File: config.mk
export PLATFORM = sky130hd
export DESIGN_NAME = calendar_trim_weekly_alarm
export DESIGN_NICKNAME = d
export VERILOG_FILES = /design/src/cal_trim_pkg.sv /design/src/pin_sync.sv /design/src/trim_divider.sv /design/src/calendar_trim_weekly_alarm.sv
export SDC_FILE = /design/constraint.sdc
export NUM_CORES = 1
export LEC_CHECK = 0
export CORE_UTILIZATION = 45
export CTS_BUF_LIST = sky130_fd_sc_hd__clkbuf_4 sky130_fd_sc_hd__clkbuf_8 sky130_fd_sc_hd__clkbuf_16
export CTS_CLUSTER_DIAMETER = 120
export DETAILED_ROUTE_END_ITERATION = 16
export DONT_BUFFER_PORTS = 1
export SLEW_MARGIN = 25
export SYNTH_ARGS = -nofsm -noshare
export SYNTH_HDL_FRONTEND = slang
export SYNTH_HIERARCHICAL = 1
export SYNTH_SLANG_ARGS = --single-unit
File: constraint.sdc
create_clock -name sys_clk_i -period 5.35 [get_ports sys_clk_i]
set_clock_uncertainty 0.05 [all_clocks]
set_input_delay 1.07 -clock sys_clk_i [delete_from_list [all_inputs] [get_ports sys_clk_i]]
set_output_delay 1.07 -clock sys_clk_i [all_outputs]
set_load 0.005 [all_outputs]
File: src/cal_trim_pkg.sv
package cal_trim_pkg;

  // register addresses on the serial register port
  localparam logic [3:0] ADDR_WEEKDAY = 4'h3;
  localparam logic [3:0] ADDR_DAY = 4'h4;
  localparam logic [3:0] ADDR_MONTH = 4'h5;
  localparam logic [3:0] ADDR_YEAR = 4'h6;
  localparam logic [3:0] ADDR_TRIM = 4'h7;
  localparam logic [3:0] ADDR_WALM_MIN = 4'h8;
  localparam logic [3:0] ADDR_WALM_HOUR = 4'h9;
  localparam logic [3:0] ADDR_WALM_MASK = 4'hA;

  // field widths
  localparam int DAY_W = 6;
  localparam int MONTH_W = 5;
  localparam int MIN_W = 7;
  localparam int HOUR_W = 6;
  localparam int WDAY_W = 3;
  localparam int MASK_W = 7;
  localparam int TRIM_MAG_W = 6;

  // month register layout
  localparam int CENTURY_BIT = 7;

  // trim register layout and reset value
  localparam int TRIM_SEL_BIT = 7;
  localparam int TRIM_DIR_BIT = 6;
  localparam logic [7:0] TRIM_RESET = 8'h00;

  // nominal second length in oscillator cycles
  localparam int CNT_W = 16;
  localparam logic [CNT_W-1:0] SEC_NOMINAL = 16'h8000;

  // bcd limits
  localparam logic [3:0] BCD_NINE = 4'h9;
  localparam logic [7:0] BCD_ONE = 8'h01;
  localparam logic [7:0] DAY_31 = 8'h31;
  localparam logic [7:0] DAY_30 = 8'h30;
  localparam logic [7:0] DAY_29 = 8'h29;
  localparam logic [7:0] DAY_28 = 8'h28;
  localparam logic [7:0] MONTH_FEB = 8'h02;
  localparam logic [7:0] MONTH_APR = 8'h04;
  localparam logic [7:0] MONTH_JUN = 8'h06;
  localparam logic [7:0] MONTH_SEP = 8'h09;
  localparam logic [7:0] MONTH_NOV = 8'h11;
  localparam logic [7:0] MONTH_DEC = 8'h12;
  localparam logic [7:0] YEAR_LAST = 8'h99;
  localparam logic [7:0] YEAR_FIRST = 8'h00;
  localparam logic [5:0] HOUR_23 = 6'h23;
  localparam logic [5:0] HOUR_00 = 6'h00;
  localparam logic [5:0] HOUR_PM11 = 6'h31;
  localparam logic [5:0] HOUR_AM12 = 6'h12;
  localparam logic [6:0] SEC_00 = 7'h00;
  localparam logic [6:0] SEC_20 = 7'h20;
  localparam logic [6:0] SEC_40 = 7'h40;
  localparam logic [2:0] WDAY_FIRST = 3'h0;
  localparam logic [2:0] WDAY_LAST = 3'h6;

  // current time from the time counters
  typedef struct packed {
    logic [6:0] sec;
    logic [6:0] min;
    logic [5:0] hour;
  } time_now_t;

  // one register access from the serial port logic
  typedef struct packed {
    logic [3:0] addr;
    logic wr;
    logic [7:0] wdata;
  } reg_req_t;

  // two-digit bcd increment, no wrap handling
  function automatic logic [7:0] bcd_inc(input logic [7:0] v);
    if (v[3:0] == BCD_NINE) begin
      bcd_inc = {4'(v[7:4] + 4'h1), 4'h0};
    end else begin
      bcd_inc = {v[7:4], 4'(v[3:0] + 4'h1)};
    end
  endfunction

endpackage

File: src/pin_sync.sv
`timescale 1ns/100ps
module pin_sync (
  // clock and reset
  input wire logic sys_clk_i,
  input wire logic rst_n_i,
  // asynchronous pin
  input wire logic pin_i,
  // synchronised level and rising-edge strobe
  output logic level_o,
  output logic rise_o
);

  typedef struct packed {
    logic s1;
    logic s2;
    logic s3;
  } sync_state_t;

  sync_state_t s_q, s_d;

  // first stage feeds only the second stage
  always_comb begin
    s_d = s_q;
    s_d.s1 = pin_i;
    s_d.s2 = s_q.s1;
    s_d.s3 = s_q.s2;
  end

  always_ff @(posedge sys_clk_i) begin
    if (!rst_n_i) begin
      s_q <= '0;
    end else begin
      s_q <= s_d;
    end
  end

  assign level_o = s_q.s2;
  assign rise_o = s_q.s2 & ~s_q.s3;

endmodule

File: src/trim_divider.sv
`timescale 1ns/100ps
module trim_divider
  import cal_trim_pkg::*;
(
  // clock and reset
  input wire logic sys_clk_i,
  input wire logic rst_n_i,
  // one strobe per oscillator cycle
  input wire logic osc_tick_i,
  // trim setting and its write strobe
  input wire logic [7:0] trim_i,
  input wire logic trim_wr_i,
  // seconds value from the time counters
  input wire logic [6:0] cur_sec_i,
  // one-cycle strobe at each second boundary
  output logic sec_tick_o
);

  typedef struct packed {
    logic [CNT_W-1:0] cnt;
    logic [CNT_W-1:0] limit;
    logic load;
    logic trimmed;
    logic tick;
  } div_state_t;

  div_state_t s_q, s_d;
  logic [TRIM_MAG_W-1:0] mag;
  logic [TRIM_MAG_W-1:0] step;
  logic [CNT_W-1:0] adj;
  logic instant;
  logic active;
  logic [CNT_W-1:0] trim_len;
  logic [CNT_W-1:0] cnt_next;

  // correction size; both forms fit six bits for any active setting
  assign mag = trim_i[TRIM_MAG_W-1:0];
  assign step = trim_i[TRIM_DIR_BIT] ? TRIM_MAG_W'(~mag + 6'h01)
                                     : TRIM_MAG_W'(mag - 6'h01);
  assign adj = CNT_W'({step, 1'b0});
  assign active = |mag[TRIM_MAG_W-1:1];
  assign trim_len = trim_i[TRIM_DIR_BIT] ? CNT_W'(SEC_NOMINAL - adj) : CNT_W'(SEC_NOMINAL + adj);
  assign instant = trim_i[TRIM_SEL_BIT] ? (cur_sec_i == SEC_00)
    : (cur_sec_i == SEC_00 || cur_sec_i == SEC_20 || cur_sec_i == SEC_40);
  assign cnt_next = CNT_W'(s_q.cnt + 16'h0001);

  // length chosen one cycle after the boundary, once seconds have moved on
  always_comb begin
    s_d = s_q;
    s_d.tick = 1'b0;
    if (s_q.load) begin
      s_d.load = 1'b0;
      s_d.limit = SEC_NOMINAL;
      s_d.trimmed = 1'b0;
      if (instant && active && !trim_wr_i) begin
        s_d.limit = trim_len;
        s_d.trimmed = 1'b1;
      end
    end
    // a trim write inside a trimmed second drops that correction
    if (trim_wr_i && s_q.trimmed) begin
      s_d.limit = SEC_NOMINAL;
      s_d.trimmed = 1'b0;
    end
    if (osc_tick_i) begin
      if (cnt_next >= s_d.limit) begin
        s_d.cnt = '0;
        s_d.tick = 1'b1;
        s_d.load = 1'b1;
      end else begin
        s_d.cnt = cnt_next;
      end
    end
  end

  always_ff @(posedge sys_clk_i) begin
    if (!rst_n_i) begin
      s_q <= '{cnt: '0, limit: SEC_NOMINAL, load: 1'b0, trimmed: 1'b0, tick: 1'b0};
    end else begin
      s_q <= s_d;
    end
  end

  assign sec_tick_o = s_q.tick;

endmodule

File: src/calendar_trim_weekly_alarm.sv
`timescale 1ns/100ps
// Behaviour
// - day of month counts 1..31 in long months, 1..30 in short ones
// - february ends at 29 in leap years, 28 otherwise
// - wrap of the day of month advances the month
// - month counts 1..12; wrap from 12 advances the year
// - year counts bcd 00..99; every year divisible by four is leap
// - century bit toggles when the year wraps from 99 to 00
// - month register: century bit 7, month bits 4..0, bits 6..5 read zero
// - trim register at 7h clears on power-up flag
// - trim at seconds 00, 20, 40, or only 00 when interval select set
// - direction 0 lengthens the second by (magnitude - 1) times 2
// - direction 1 shortens the second by (inverse magnitude + 1) times 2
// - magnitude bits 5..1 all zero means no correction
// - a nominal second is 32768 oscillator cycles
// - a trim write at the trim instant cancels that correction
// - 32 kHz clock output is never altered by the trim
// - weekly alarm minute at 8h, hour at 9h, day mask at Ah
// - alarm hour bit 5 is pm flag or tens-of-hours bit by mode
// - 12-hour midnight is bcd 12 and noon bcd 32
// - each mask bit enables one weekday code 000..110
// - empty day mask never signals the weekly alarm
// - weekday counts modulo seven on each day advance
// - weekly match flag sets only while enabled, reads 0 when disabled
// - day advances at hour wrap 23 to 00 or pm11 to am12
module calendar_trim_weekly_alarm
  import cal_trim_pkg::*;
(
  // clock and reset
  input wire logic sys_clk_i,
  input wire logic rst_n_i,
  // oscillator pin and buffered clock output
  input wire logic osc_32k_i,
  output logic clk_32k_o,
  // time counters
  input wire cal_trim_pkg::time_now_t time_now_i,
  output logic sec_tick_o,
  // register port from the serial interface logic
  input wire cal_trim_pkg::reg_req_t reg_req_i,
  output logic [7:0] reg_rdata_o,
  // power and alarm control
  input wire logic power_up_flag_i,
  input wire logic weekly_match_enable_i,
  input wire logic weekly_match_clear_i,
  output logic weekly_match_flag_o,
  // calendar state to the rest of the device
  output logic [2:0] weekday_code_o
);

  typedef struct packed {
    logic [DAY_W-1:0] day;
    logic century;
    logic [MONTH_W-1:0] month;
    logic [7:0] year;
    logic [WDAY_W-1:0] weekday;
    logic [7:0] trim;
    logic [MIN_W-1:0] alm_min;
    logic [HOUR_W-1:0] alm_hour;
    logic [MASK_W-1:0] alm_mask;
    logic [HOUR_W-1:0] hour_prev;
    logic match_prev;
    logic flag;
    logic [7:0] rdata;
  } cal_state_t;

  cal_state_t s_q, s_d;

  logic osc_level;
  logic osc_tick;
  logic trim_wr;
  logic day_adv;
  logic leap;
  logic [7:0] day_full;
  logic [7:0] month_full;
  logic [7:0] day_max;
  logic [MASK_W:0] mask_pad;
  logic match;

  // oscillator pin crosses into the system clock here
  pin_sync u_osc_sync (
    .sys_clk_i(sys_clk_i),
    .rst_n_i(rst_n_i),
    .pin_i(osc_32k_i),
    .level_o(osc_level),
    .rise_o(osc_tick)
  );

  // clock output taps the synchronised pin, ahead of the divider
  assign clk_32k_o = osc_level;

  assign trim_wr = reg_req_i.wr && (reg_req_i.addr == ADDR_TRIM);

  // second divider carrying the time trim
  trim_divider u_divider (
    .sys_clk_i(sys_clk_i),
    .rst_n_i(rst_n_i),
    .osc_tick_i(osc_tick),
    .trim_i(s_q.trim),
    .trim_wr_i(trim_wr),
    .cur_sec_i(time_now_i.sec),
    .sec_tick_o(sec_tick_o)
  );

  // hour rollover seen on the time counters starts a new day
  assign day_adv = (s_q.hour_prev == HOUR_23 && time_now_i.hour == HOUR_00)
    || (s_q.hour_prev == HOUR_PM11 && time_now_i.hour == HOUR_AM12);

  // bcd leap test: even tens with units 0,4,8 or odd tens with units 2,6
  assign leap = (!s_q.year[4] && s_q.year[1:0] == 2'b00)
    || (s_q.year[4] && s_q.year[1:0] == 2'b10);

  assign day_full = {2'b00, s_q.day};
  assign month_full = {3'b000, s_q.month};

  // last day of the current month
  always_comb begin
    day_max = DAY_31;
    if (month_full == MONTH_FEB) begin
      day_max = leap ? DAY_29 : DAY_28;
    end else if (month_full == MONTH_APR || month_full == MONTH_JUN
                 || month_full == MONTH_SEP || month_full == MONTH_NOV) begin
      day_max = DAY_30;
    end
  end

  // pad the mask so code 111 indexes a zero bit
  assign mask_pad = {1'b0, s_q.alm_mask};

  // minute and hour compared raw, so 12 and 32 encodings match as stored
  assign match = (s_q.alm_min == time_now_i.min)
    && (s_q.alm_hour == time_now_i.hour)
    && mask_pad[s_q.weekday];

  always_comb begin
    s_d = s_q;
    s_d.hour_prev = time_now_i.hour;
    s_d.match_prev = match;

    // calendar carry chain
    if (day_adv) begin
      if (s_q.weekday >= WDAY_LAST) begin
        s_d.weekday = WDAY_FIRST;
      end else begin
        s_d.weekday = WDAY_W'(s_q.weekday + 3'h1);
      end
      // >= keeps an impossible written day from running away
      if (day_full >= day_max) begin
        s_d.day = DAY_W'(BCD_ONE);
        if (month_full >= MONTH_DEC) begin
          s_d.month = MONTH_W'(BCD_ONE);
          if (s_q.year >= YEAR_LAST) begin
            s_d.year = YEAR_FIRST;
            s_d.century = ~s_q.century;
          end else begin
            s_d.year = bcd_inc(s_q.year);
          end
        end else begin
          s_d.month = MONTH_W'(bcd_inc(month_full));
        end
      end else begin
        s_d.day = DAY_W'(bcd_inc(day_full));
      end
    end

    // host writes override counting in the same cycle
    if (reg_req_i.wr) begin
      unique case (reg_req_i.addr)
        ADDR_WEEKDAY: s_d.weekday = reg_req_i.wdata[WDAY_W-1:0];
        ADDR_DAY: s_d.day = reg_req_i.wdata[DAY_W-1:0];
        ADDR_MONTH: begin
          s_d.century = reg_req_i.wdata[CENTURY_BIT];
          s_d.month = reg_req_i.wdata[MONTH_W-1:0];
        end
        ADDR_YEAR: s_d.year = reg_req_i.wdata;
        ADDR_TRIM: s_d.trim = reg_req_i.wdata;
        ADDR_WALM_MIN: s_d.alm_min = reg_req_i.wdata[MIN_W-1:0];
        ADDR_WALM_HOUR: s_d.alm_hour = reg_req_i.wdata[HOUR_W-1:0];
        ADDR_WALM_MASK: s_d.alm_mask = reg_req_i.wdata[MASK_W-1:0];
        default: ;
      endcase
    end

    // power-up from zero volts clears the trim, over any write
    if (power_up_flag_i) begin
      s_d.trim = TRIM_RESET;
    end

    // alarm flag: the new match wins over a clear in the same cycle
    if (!weekly_match_enable_i) begin
      s_d.flag = 1'b0;
    end else if (match && !s_q.match_prev) begin
      s_d.flag = 1'b1;
    end else if (weekly_match_clear_i) begin
      s_d.flag = 1'b0;
    end

    // read data registered; unused high bits and other addresses read zero
    unique case (reg_req_i.addr)
      ADDR_WEEKDAY: s_d.rdata = {5'h00, s_q.weekday};
      ADDR_DAY: s_d.rdata = {2'b00, s_q.day};
      ADDR_MONTH: s_d.rdata = {s_q.century, 2'b00, s_q.month};
      ADDR_YEAR: s_d.rdata = s_q.year;
      ADDR_TRIM: s_d.rdata = s_q.trim;
      ADDR_WALM_MIN: s_d.rdata = {1'b0, s_q.alm_min};
      ADDR_WALM_HOUR: s_d.rdata = {2'b00, s_q.alm_hour};
      ADDR_WALM_MASK: s_d.rdata = {1'b0, s_q.alm_mask};
      default: s_d.rdata = 8'h00;
    endcase
  end

  // calendar resets to a real date so the carry chain starts sane
  always_ff @(posedge sys_clk_i) begin
    if (!rst_n_i) begin
      s_q <= '0;
      s_q.day <= DAY_W'(BCD_ONE);
      s_q.month <= MONTH_W'(BCD_ONE);
      s_q.trim <= TRIM_RESET;
    end else begin
      s_q <= s_d;
    end
  end

  // flag shown only while enabled, with no lag on disable
  assign weekly_match_flag_o = s_q.flag & weekly_match_enable_i;
  assign reg_rdata_o = s_q.rdata;
  assign weekday_code_o = s_q.weekday;

endmodule

# ---- Yosys cells after proc, flatten, opt, wreduce, memory -nomap -nowiden
# Cells that the tools add are included.
dict set report op_classes {
  n_addsub 12
  mul 0
  div 0
  order_cmp 6
  eq_ne 24
  shifts 0
  mux 40
  bitwise 6
  n_reduce_logical 34
}
# operator n
set ops {}
lappend ops {{2-to-1 mux 16 bit} 4}
lappend ops {{one-hot mux 8 bit (8 select lines)} 1}
lappend ops {{2-to-1 mux 51 bit} 1}
lappend ops {{2-to-1 mux 8 bit} 5}
lappend ops {{2-to-1 mux 6 bit} 6}
lappend ops {{== test 4 bit (second input constant)} 6}
lappend ops {{2-to-1 mux 23 bit} 1}
lappend ops {{2-to-1 mux 18 bit} 1}
lappend ops {{adder 16 x 1 -> 16 bit (second input constant)} 1}
lappend ops {{adder 16 x 7 -> 16 bit (first input constant)} 1}
lappend ops {{adder 4 x 1 -> 4 bit (second input constant)} 4}
lappend ops {{== test 4 x 3 -> 1 bit (second input constant)} 4}
lappend ops {{greater-or-equal comparator 16 bit} 1}
lappend ops {{subtractor 16 x 7 -> 16 bit (first input constant)} 1}
lappend ops {{2-to-1 mux 5 bit} 3}
lappend ops {{2-to-1 mux 14 bit} 1}
lappend ops {{2-to-1 mux 7 bit} 2}
lappend ops {{== test 6 bit (second input constant)} 2}
lappend ops {{2-to-1 mux 1 bit} 12}
lappend ops {{AND reduction 2 bit} 6}
lappend ops {{logical AND 1 bit} 11}
lappend ops {{== test 5 x 3 -> 1 bit (second input constant)} 2}
lappend ops {{greater-or-equal comparator 6 x 8 -> 1 bit} 1}
lappend ops {{greater-or-equal comparator 8 bit (second input constant)} 1}
lappend ops {{other kinds (31)} 44}
dict set report totals {
  regBits 105
  latchBits 0
  ram_bits 0
  mem_bits_ro 0
  input_bits 39
  n_memories 0
}

# ---- Longest topological paths before layout
dict set report logic_depth {
  word_depth 12
  mapped_depth 17
}

# ---- Cells and area by module
# The synthesis kept the hierarchy.
# module instances cells_per_inst area_each_um2 seq_area_each_um2
set modules_own_cells {}
lappend modules_own_cells {calendar_trim_weekly_alarm 1 464 3878.7 1341.3}
lappend modules_own_cells {trim_divider 1 274 2338.5 700.7}
lappend modules_own_cells {pin_sync 1 7 92.6 60.1}

# ---- Least setup slack after synthesis
# Ideal clock, no wire load.
dict set report synth_path {
  kind {input to register}
  startpoint {input port reg_req_i[11] (netlist name)}
  endpoint {register u_divider/s_q[24] (netlist name)}
  setup_time_ps 57
  t_arrival_ps 4423
  required_time_ps 5243
  setup_slack_ps 820
  path_stages 15
  n_path_buf 1
  path_cell_list {nor2b_1 buf_2 nand2_1 nor2_1 a21oi_1 nor2_1 a32oi_2 o21ai_0 ha_1 o21ai_0 o21ai_0 a221oi_1 o211ai_1 nor4b_1 a21o_1}
}
dict set report synth_via {
  elab_chain_cells 9
  elab_cells_between_ends 10
  cone_classes {order compare: 1; eq/ne: 1; mux: 4; reduce/logical: 4}
}
# element line
set synth_lines {}
lappend synth_lines {{start, declared} calendar_trim_weekly_alarm.sv:39} ;# input wire cal_trim_pkg::reg_req_t reg_req_i,
lappend synth_lines {{== test 4 x 3 -> 1 bit *} calendar_trim_weekly_alarm.sv:91} ;# assign trim_wr = reg_req_i.wr && (reg_req_i.addr == ADDR_TRIM);
lappend synth_lines {{logical AND 1 bit *} calendar_trim_weekly_alarm.sv:91}
lappend synth_lines {{named net trim_wr} calendar_trim_weekly_alarm.sv:70} ;# logic trim_wr;
lappend synth_lines {{logical NOT 1 bit} trim_divider.sv:55} ;# if (instant && active && !trim_wr_i) begin
lappend synth_lines {{logical AND 1 bit} trim_divider.sv:55}
lappend synth_lines {{2-to-1 mux 16 bit} trim_divider.sv:55}
lappend synth_lines {{2-to-1 mux 18 bit} trim_divider.sv:51} ;# if (s_q.load) begin
lappend synth_lines {{2-to-1 mux 16 bit *} trim_divider.sv:61} ;# if (trim_wr_i && s_q.trimmed) begin
lappend synth_lines {{greater-or-equal comparator 16 bit *} trim_divider.sv:66} ;# if (cnt_next >= s_d.limit) begin
lappend synth_lines {{2-to-1 mux 16 bit *} trim_divider.sv:66}
lappend synth_lines {{end signal, assigned} trim_divider.sv:78} ;# s_q <= '{cnt: '0, limit: SEC_NOMINAL, load: 1'b0, trimmed: 1'b0, tick: 1'b0};
lappend synth_lines {{end, declared} trim_divider.sv:27} ;# div_state_t s_q, s_d;
# Mark *: on every way through the listed nets, which the timed path passes. The rest lies on a longest branch.
# A chain may end at the register's enable or synchronous reset.

# ---- Worst setup path in the final report
dict set report layout_path {
  startpoint {input port time_now_i[13] (netlist name)}
  endpoint {register u_divider/s_q[24] (netlist name)}
}
dict set report layout_via {
  elab_chain_cells 11
  elab_cells_between_ends 13
  cone_classes {order compare: 1; eq/ne: 2; mux: 5; reduce/logical: 5}
}
# element line
set layout_lines {}
lappend layout_lines {{start, declared} calendar_trim_weekly_alarm.sv:36} ;# input wire cal_trim_pkg::time_now_t time_now_i,
lappend layout_lines {{== test 7 x 6 -> 1 bit or logical NOT 7 bit (tied branches)} {trim_divider.sv:44, trim_divider.sv:43}}
lappend layout_lines {{logical OR 1 bit (2 in a row)} trim_divider.sv:44} ;# : (cur_sec_i == SEC_00 || cur_sec_i == SEC_20 || cur_sec_i == SEC_40);
lappend layout_lines {{2-to-1 mux 1 bit *} trim_divider.sv:43} ;# assign instant = trim_i[TRIM_SEL_BIT] ? (cur_sec_i == SEC_00)
lappend layout_lines {{logical AND 1 bit * (2 in a row)} trim_divider.sv:55}
lappend layout_lines {{2-to-1 mux 16 bit *} trim_divider.sv:55}
lappend layout_lines {{2-to-1 mux 18 bit *} trim_divider.sv:51}
lappend layout_lines {{2-to-1 mux 16 bit *} trim_divider.sv:61}
lappend layout_lines {{greater-or-equal comparator 16 bit *} trim_divider.sv:66}
lappend layout_lines {{2-to-1 mux 16 bit *} trim_divider.sv:66}
# Every way passes the cells marked *; elsewhere a longest branch is shown, timed or not.

==> flow_summary.ini <==
[timing]
hold_viol = 0
rsz0062_at_grt = no
setup_tns_ns = 0
slew_viol_final = 0
period_needed_ns = 4.268
whs_ns = 0.3910
finalSetupViolCount = 0
relSlewSlack_pct = 42.37
tightestPinTransition_ns = 0.8565
fmax_mhz = 234.3
finalCritPeriodShare_pct = 79.77

[worst_setup_path]
worstSetupStartpointType = input pin
crit_path_cell_trace = or4_4, a2111oi_4, nand2_2, a21o_1, o211ai_4, o21ai_0, ha_1, a211oi_1, o21ai_0, a221oi_1, o211ai_1, nor4b_1, a21o_1
cp_data_arrival_time_ns = 4.53
path_max_fanout = 10
r2r_slack_ns = 1.09
cpPeakStageDelay_ns = 0.55
criticalPathCategory = input pin to flip-flop
critPathRequiredTime_ns = 5.61
r2r_cells = 16
end_kind = flip-flop
cp_slowest_cell = or4_4

[logic_synthesis]
synth_edf_count = 0
yosysSeqAreaShare_pct = 33.31
ys_seq_elements = 105
syn_area_um2 = 6310
synth_cell_types = 73
synthCells = 745
async_flop_share_pct = 0
syn_nets = 813
yosysWarnings = 6
synth_ff_type = dfxtp_1
avgSynthCellArea_um2 = 8.470

[detailed_routing]
final_antenna_net_count = 0
wirelength_um = 16530
drt_first_pass_iters = 5
vias_per_cell = 6.118
wl_per_cell_um = 18.72
drt_iter0_drc = 540
via_count = 5402
drcViolationCount = 0

[layout]
antenna_cells = 0
area_growth_pct = 4.263
final_core_utilization_pct = 48.90
final_cell_mix = dfxtp_1, nor2_1, nand2_1
layout-drive-gt1-share_pct = 6.223
fin_nets = 770
final_area_um2 = 6579
final_cells = 883
layout_commonest_cell = dfxtp_1

[power_and_ir_drop]
power_frac_clock_pct = 44.1
power_switching_mw = 0.3769
ir_worst_vdd_mv = 0.1659
pwr-share-comb_pct = 5.0
p_seq_share_pct = 50.9
p_int_mw = 1.207
p_leak_nw = 2.412
switching_share_pct = 23.79
power.density_nw_per_um2 = 240.8

[die]
design.die.area_um2 = 14500
io_pins = 53
die_w_um = 120.4
coreArea_um2 = 13450
die_h_um = 120.4
initial_utilization_pct = 46.90
std_cell_rows = 42

[run]
drv_cap = 0

[clocking]
cts_root_buf = clkbuf_16
clk_latency_ns = 0.36
cts-resized-gates = 0
cts_buffer_depth = 2
cts_tree = done
clkSlewWorstSetupHoldPaths_ns = 0.08
numClockSinks = 105
cts-htree-levels = 3
cts-buffers-inserted = 9
cts_hold_buf = 0
post_cts_buffers = 0

[worst_hold_path]
holdPathStages = 1
hold_class = flip-flop to flip-flop

[place]
gp_congestion = 0.9286
dp_cells = 867
portBuffers = 0
place_hpwl_um = 12070
dpl_cell_area_um2 = 6266

[global_route]
track_usage_pct = 23.56
antenna_found_initial = 0
grt_max_degree = 48
grt_pass1_wl_um = 26390
grt_pass1_vias = 4885
overflow = 0

[outcome]
status = completed
==> state kept, by name, summed over array words and instances, names as in the netlist <==
| register | flops |
|---|---|
| u_divider/sec_tick_o | 1 |
| reg_rdata_o | 8 |
| mask_pad | 7 |
| u_osc_sync/s_q | 1 |
| day_full | 6 |
| weekday_code_o | 3 |
| s_q | 38 |
| u_osc_sync/s_d | 1 |
| u_osc_sync/level_o | 1 |
| month_full | 5 |
| u_divider/s_q | 34 |
==> final timing paths <==
path,start,to
worst max-delay path,time_now_i[13],u_divider/s_q[24]
worst min-delay path,u_osc_sync/s_d[1],u_osc_sync/level_o
worst max register to register,s_q[36],u_divider/s_q[23]
worst min register to register,u_osc_sync/s_d[1],u_osc_sync/level_o
==> metal layers <==
metal | track usage (%) | part of all wire (%)
met2 | 32.54 | 41
met3 | 4.198 | 6.8
met1 | 35.52 | 50
met5 | 0 | 0
met4 | 9.568 | 2.4
==> final cells by class <==
| type | count | area (um2) |
|---|---|---|
| fillers | 1362 | 6874 |
| repair buffers | 3 | 22.52 |
| inverters | 15 | 56.30 |
| well taps | 176 | 220.2 |
| clock buffers | 10 | 239.0 |
| clock inverters | 6 | 73.82 |
| flip-flops and latches | 105 | 2102 |
| multi-input cells | 568 | 3865 |
==> logic make-up (layout without fill, tap and decap cells) <==
logic type | count (synthesis) | in the layout | synth area share, %
compound gates | 199 | 199 | 21.71
xor+xnor | 52 | 52 | 7.337
fa+ha+maj | 29 | 29 | 5.751
buf+inv | 72 | 34 | 5.433
flops | 105 | 105 | 33.31
mux | 30 | 30 | 5.056
simple gates | 258 | 258 | 21.40
==> worst max-delay path, delay by kind of cell <==
kind	cells	cell delay [ns]
AOI/OAI and AO/OA	9	2.04
and+or+nand+nor	3	1.05
adders and majority gates	1	0.36
==> cells in the mapped netlist (all sizes together), types with 3 or more instances <==
| cell | instances | share of area (%) |
|---|---|---|
| a21oi | 43 | 3.4 |
| dfxtp | 105 | 33 |
| clkbuf | 32 | 1.9 |
| a2bb2oi | 4 | 0.56 |
| xnor2 | 25 | 3.5 |
| nand2 | 64 | 3.8 |
| o22ai | 4 | 0.61 |
| o211a | 8 | 1.3 |
| a32oi | 5 | 0.81 |
| nor4 | 6 | 0.59 |
| nand3 | 23 | 1.9 |
| a21o | 6 | 0.71 |
| or4 | 7 | 0.89 |
| nor3 | 7 | 0.63 |
| nand4 | 8 | 0.79 |
| nand3b | 4 | 0.48 |
| ha | 29 | 5.8 |
| xor2 | 27 | 3.9 |
| a22oi | 6 | 0.71 |
| a22o | 4 | 0.56 |
| buf | 25 | 2.6 |
| and3 | 6 | 0.59 |
| nor3b | 6 | 0.71 |
| o21a | 5 | 0.59 |
| mux2i | 24 | 3.8 |
| a31oi | 16 | 1.6 |
| o221ai | 3 | 0.42 |
| nor4b | 6 | 1.2 |
| nand4b | 3 | 0.42 |
| o211ai | 7 | 1.1 |
| nor2b | 8 | 0.91 |
| inv | 14 | 0.83 |
| or3 | 7 | 0.69 |
| nor2 | 74 | 4.4 |
| o21ai | 60 | 4.8 |
| a211oi | 3 | 0.36 |
| nand2b | 8 | 0.79 |
| a32o | 6 | 0.95 |
| mux2 | 5 | 0.89 |
| and2 | 12 | 1.2 |
==> stage by stage <==
| stage | setup WS (ns) | power (mW) |
|---|---|---|
| final | 1.082 | 1.584 |
| after floorplan | 0.8195 | 0.8965 |
| after CTS | 1.080 | 1.595 |
| after global placement | 0.8984 | 0.8997 |
| after detailed placement | 0.7937 | 0.9027 |
| after global routing | 0.7344 | 1.635 |
==> power groups by stage <==
stage | combinational [mW] | sequential, mW | clock (mW)
3_5_place_dp | 0.0782 | 0.824 | 0
6_report | 0.0791 | 0.806 | 0.699
5_1_grt | 0.0883 | 0.808 | 0.738
2_1_floorplan | 0.0800 | 0.816 | 0
4_1_cts | 0.0785 | 0.806 | 0.710
3_3_place_gp | 0.0759 | 0.824 | 0
No activity file was read; power rests on OpenSTA's default activity.
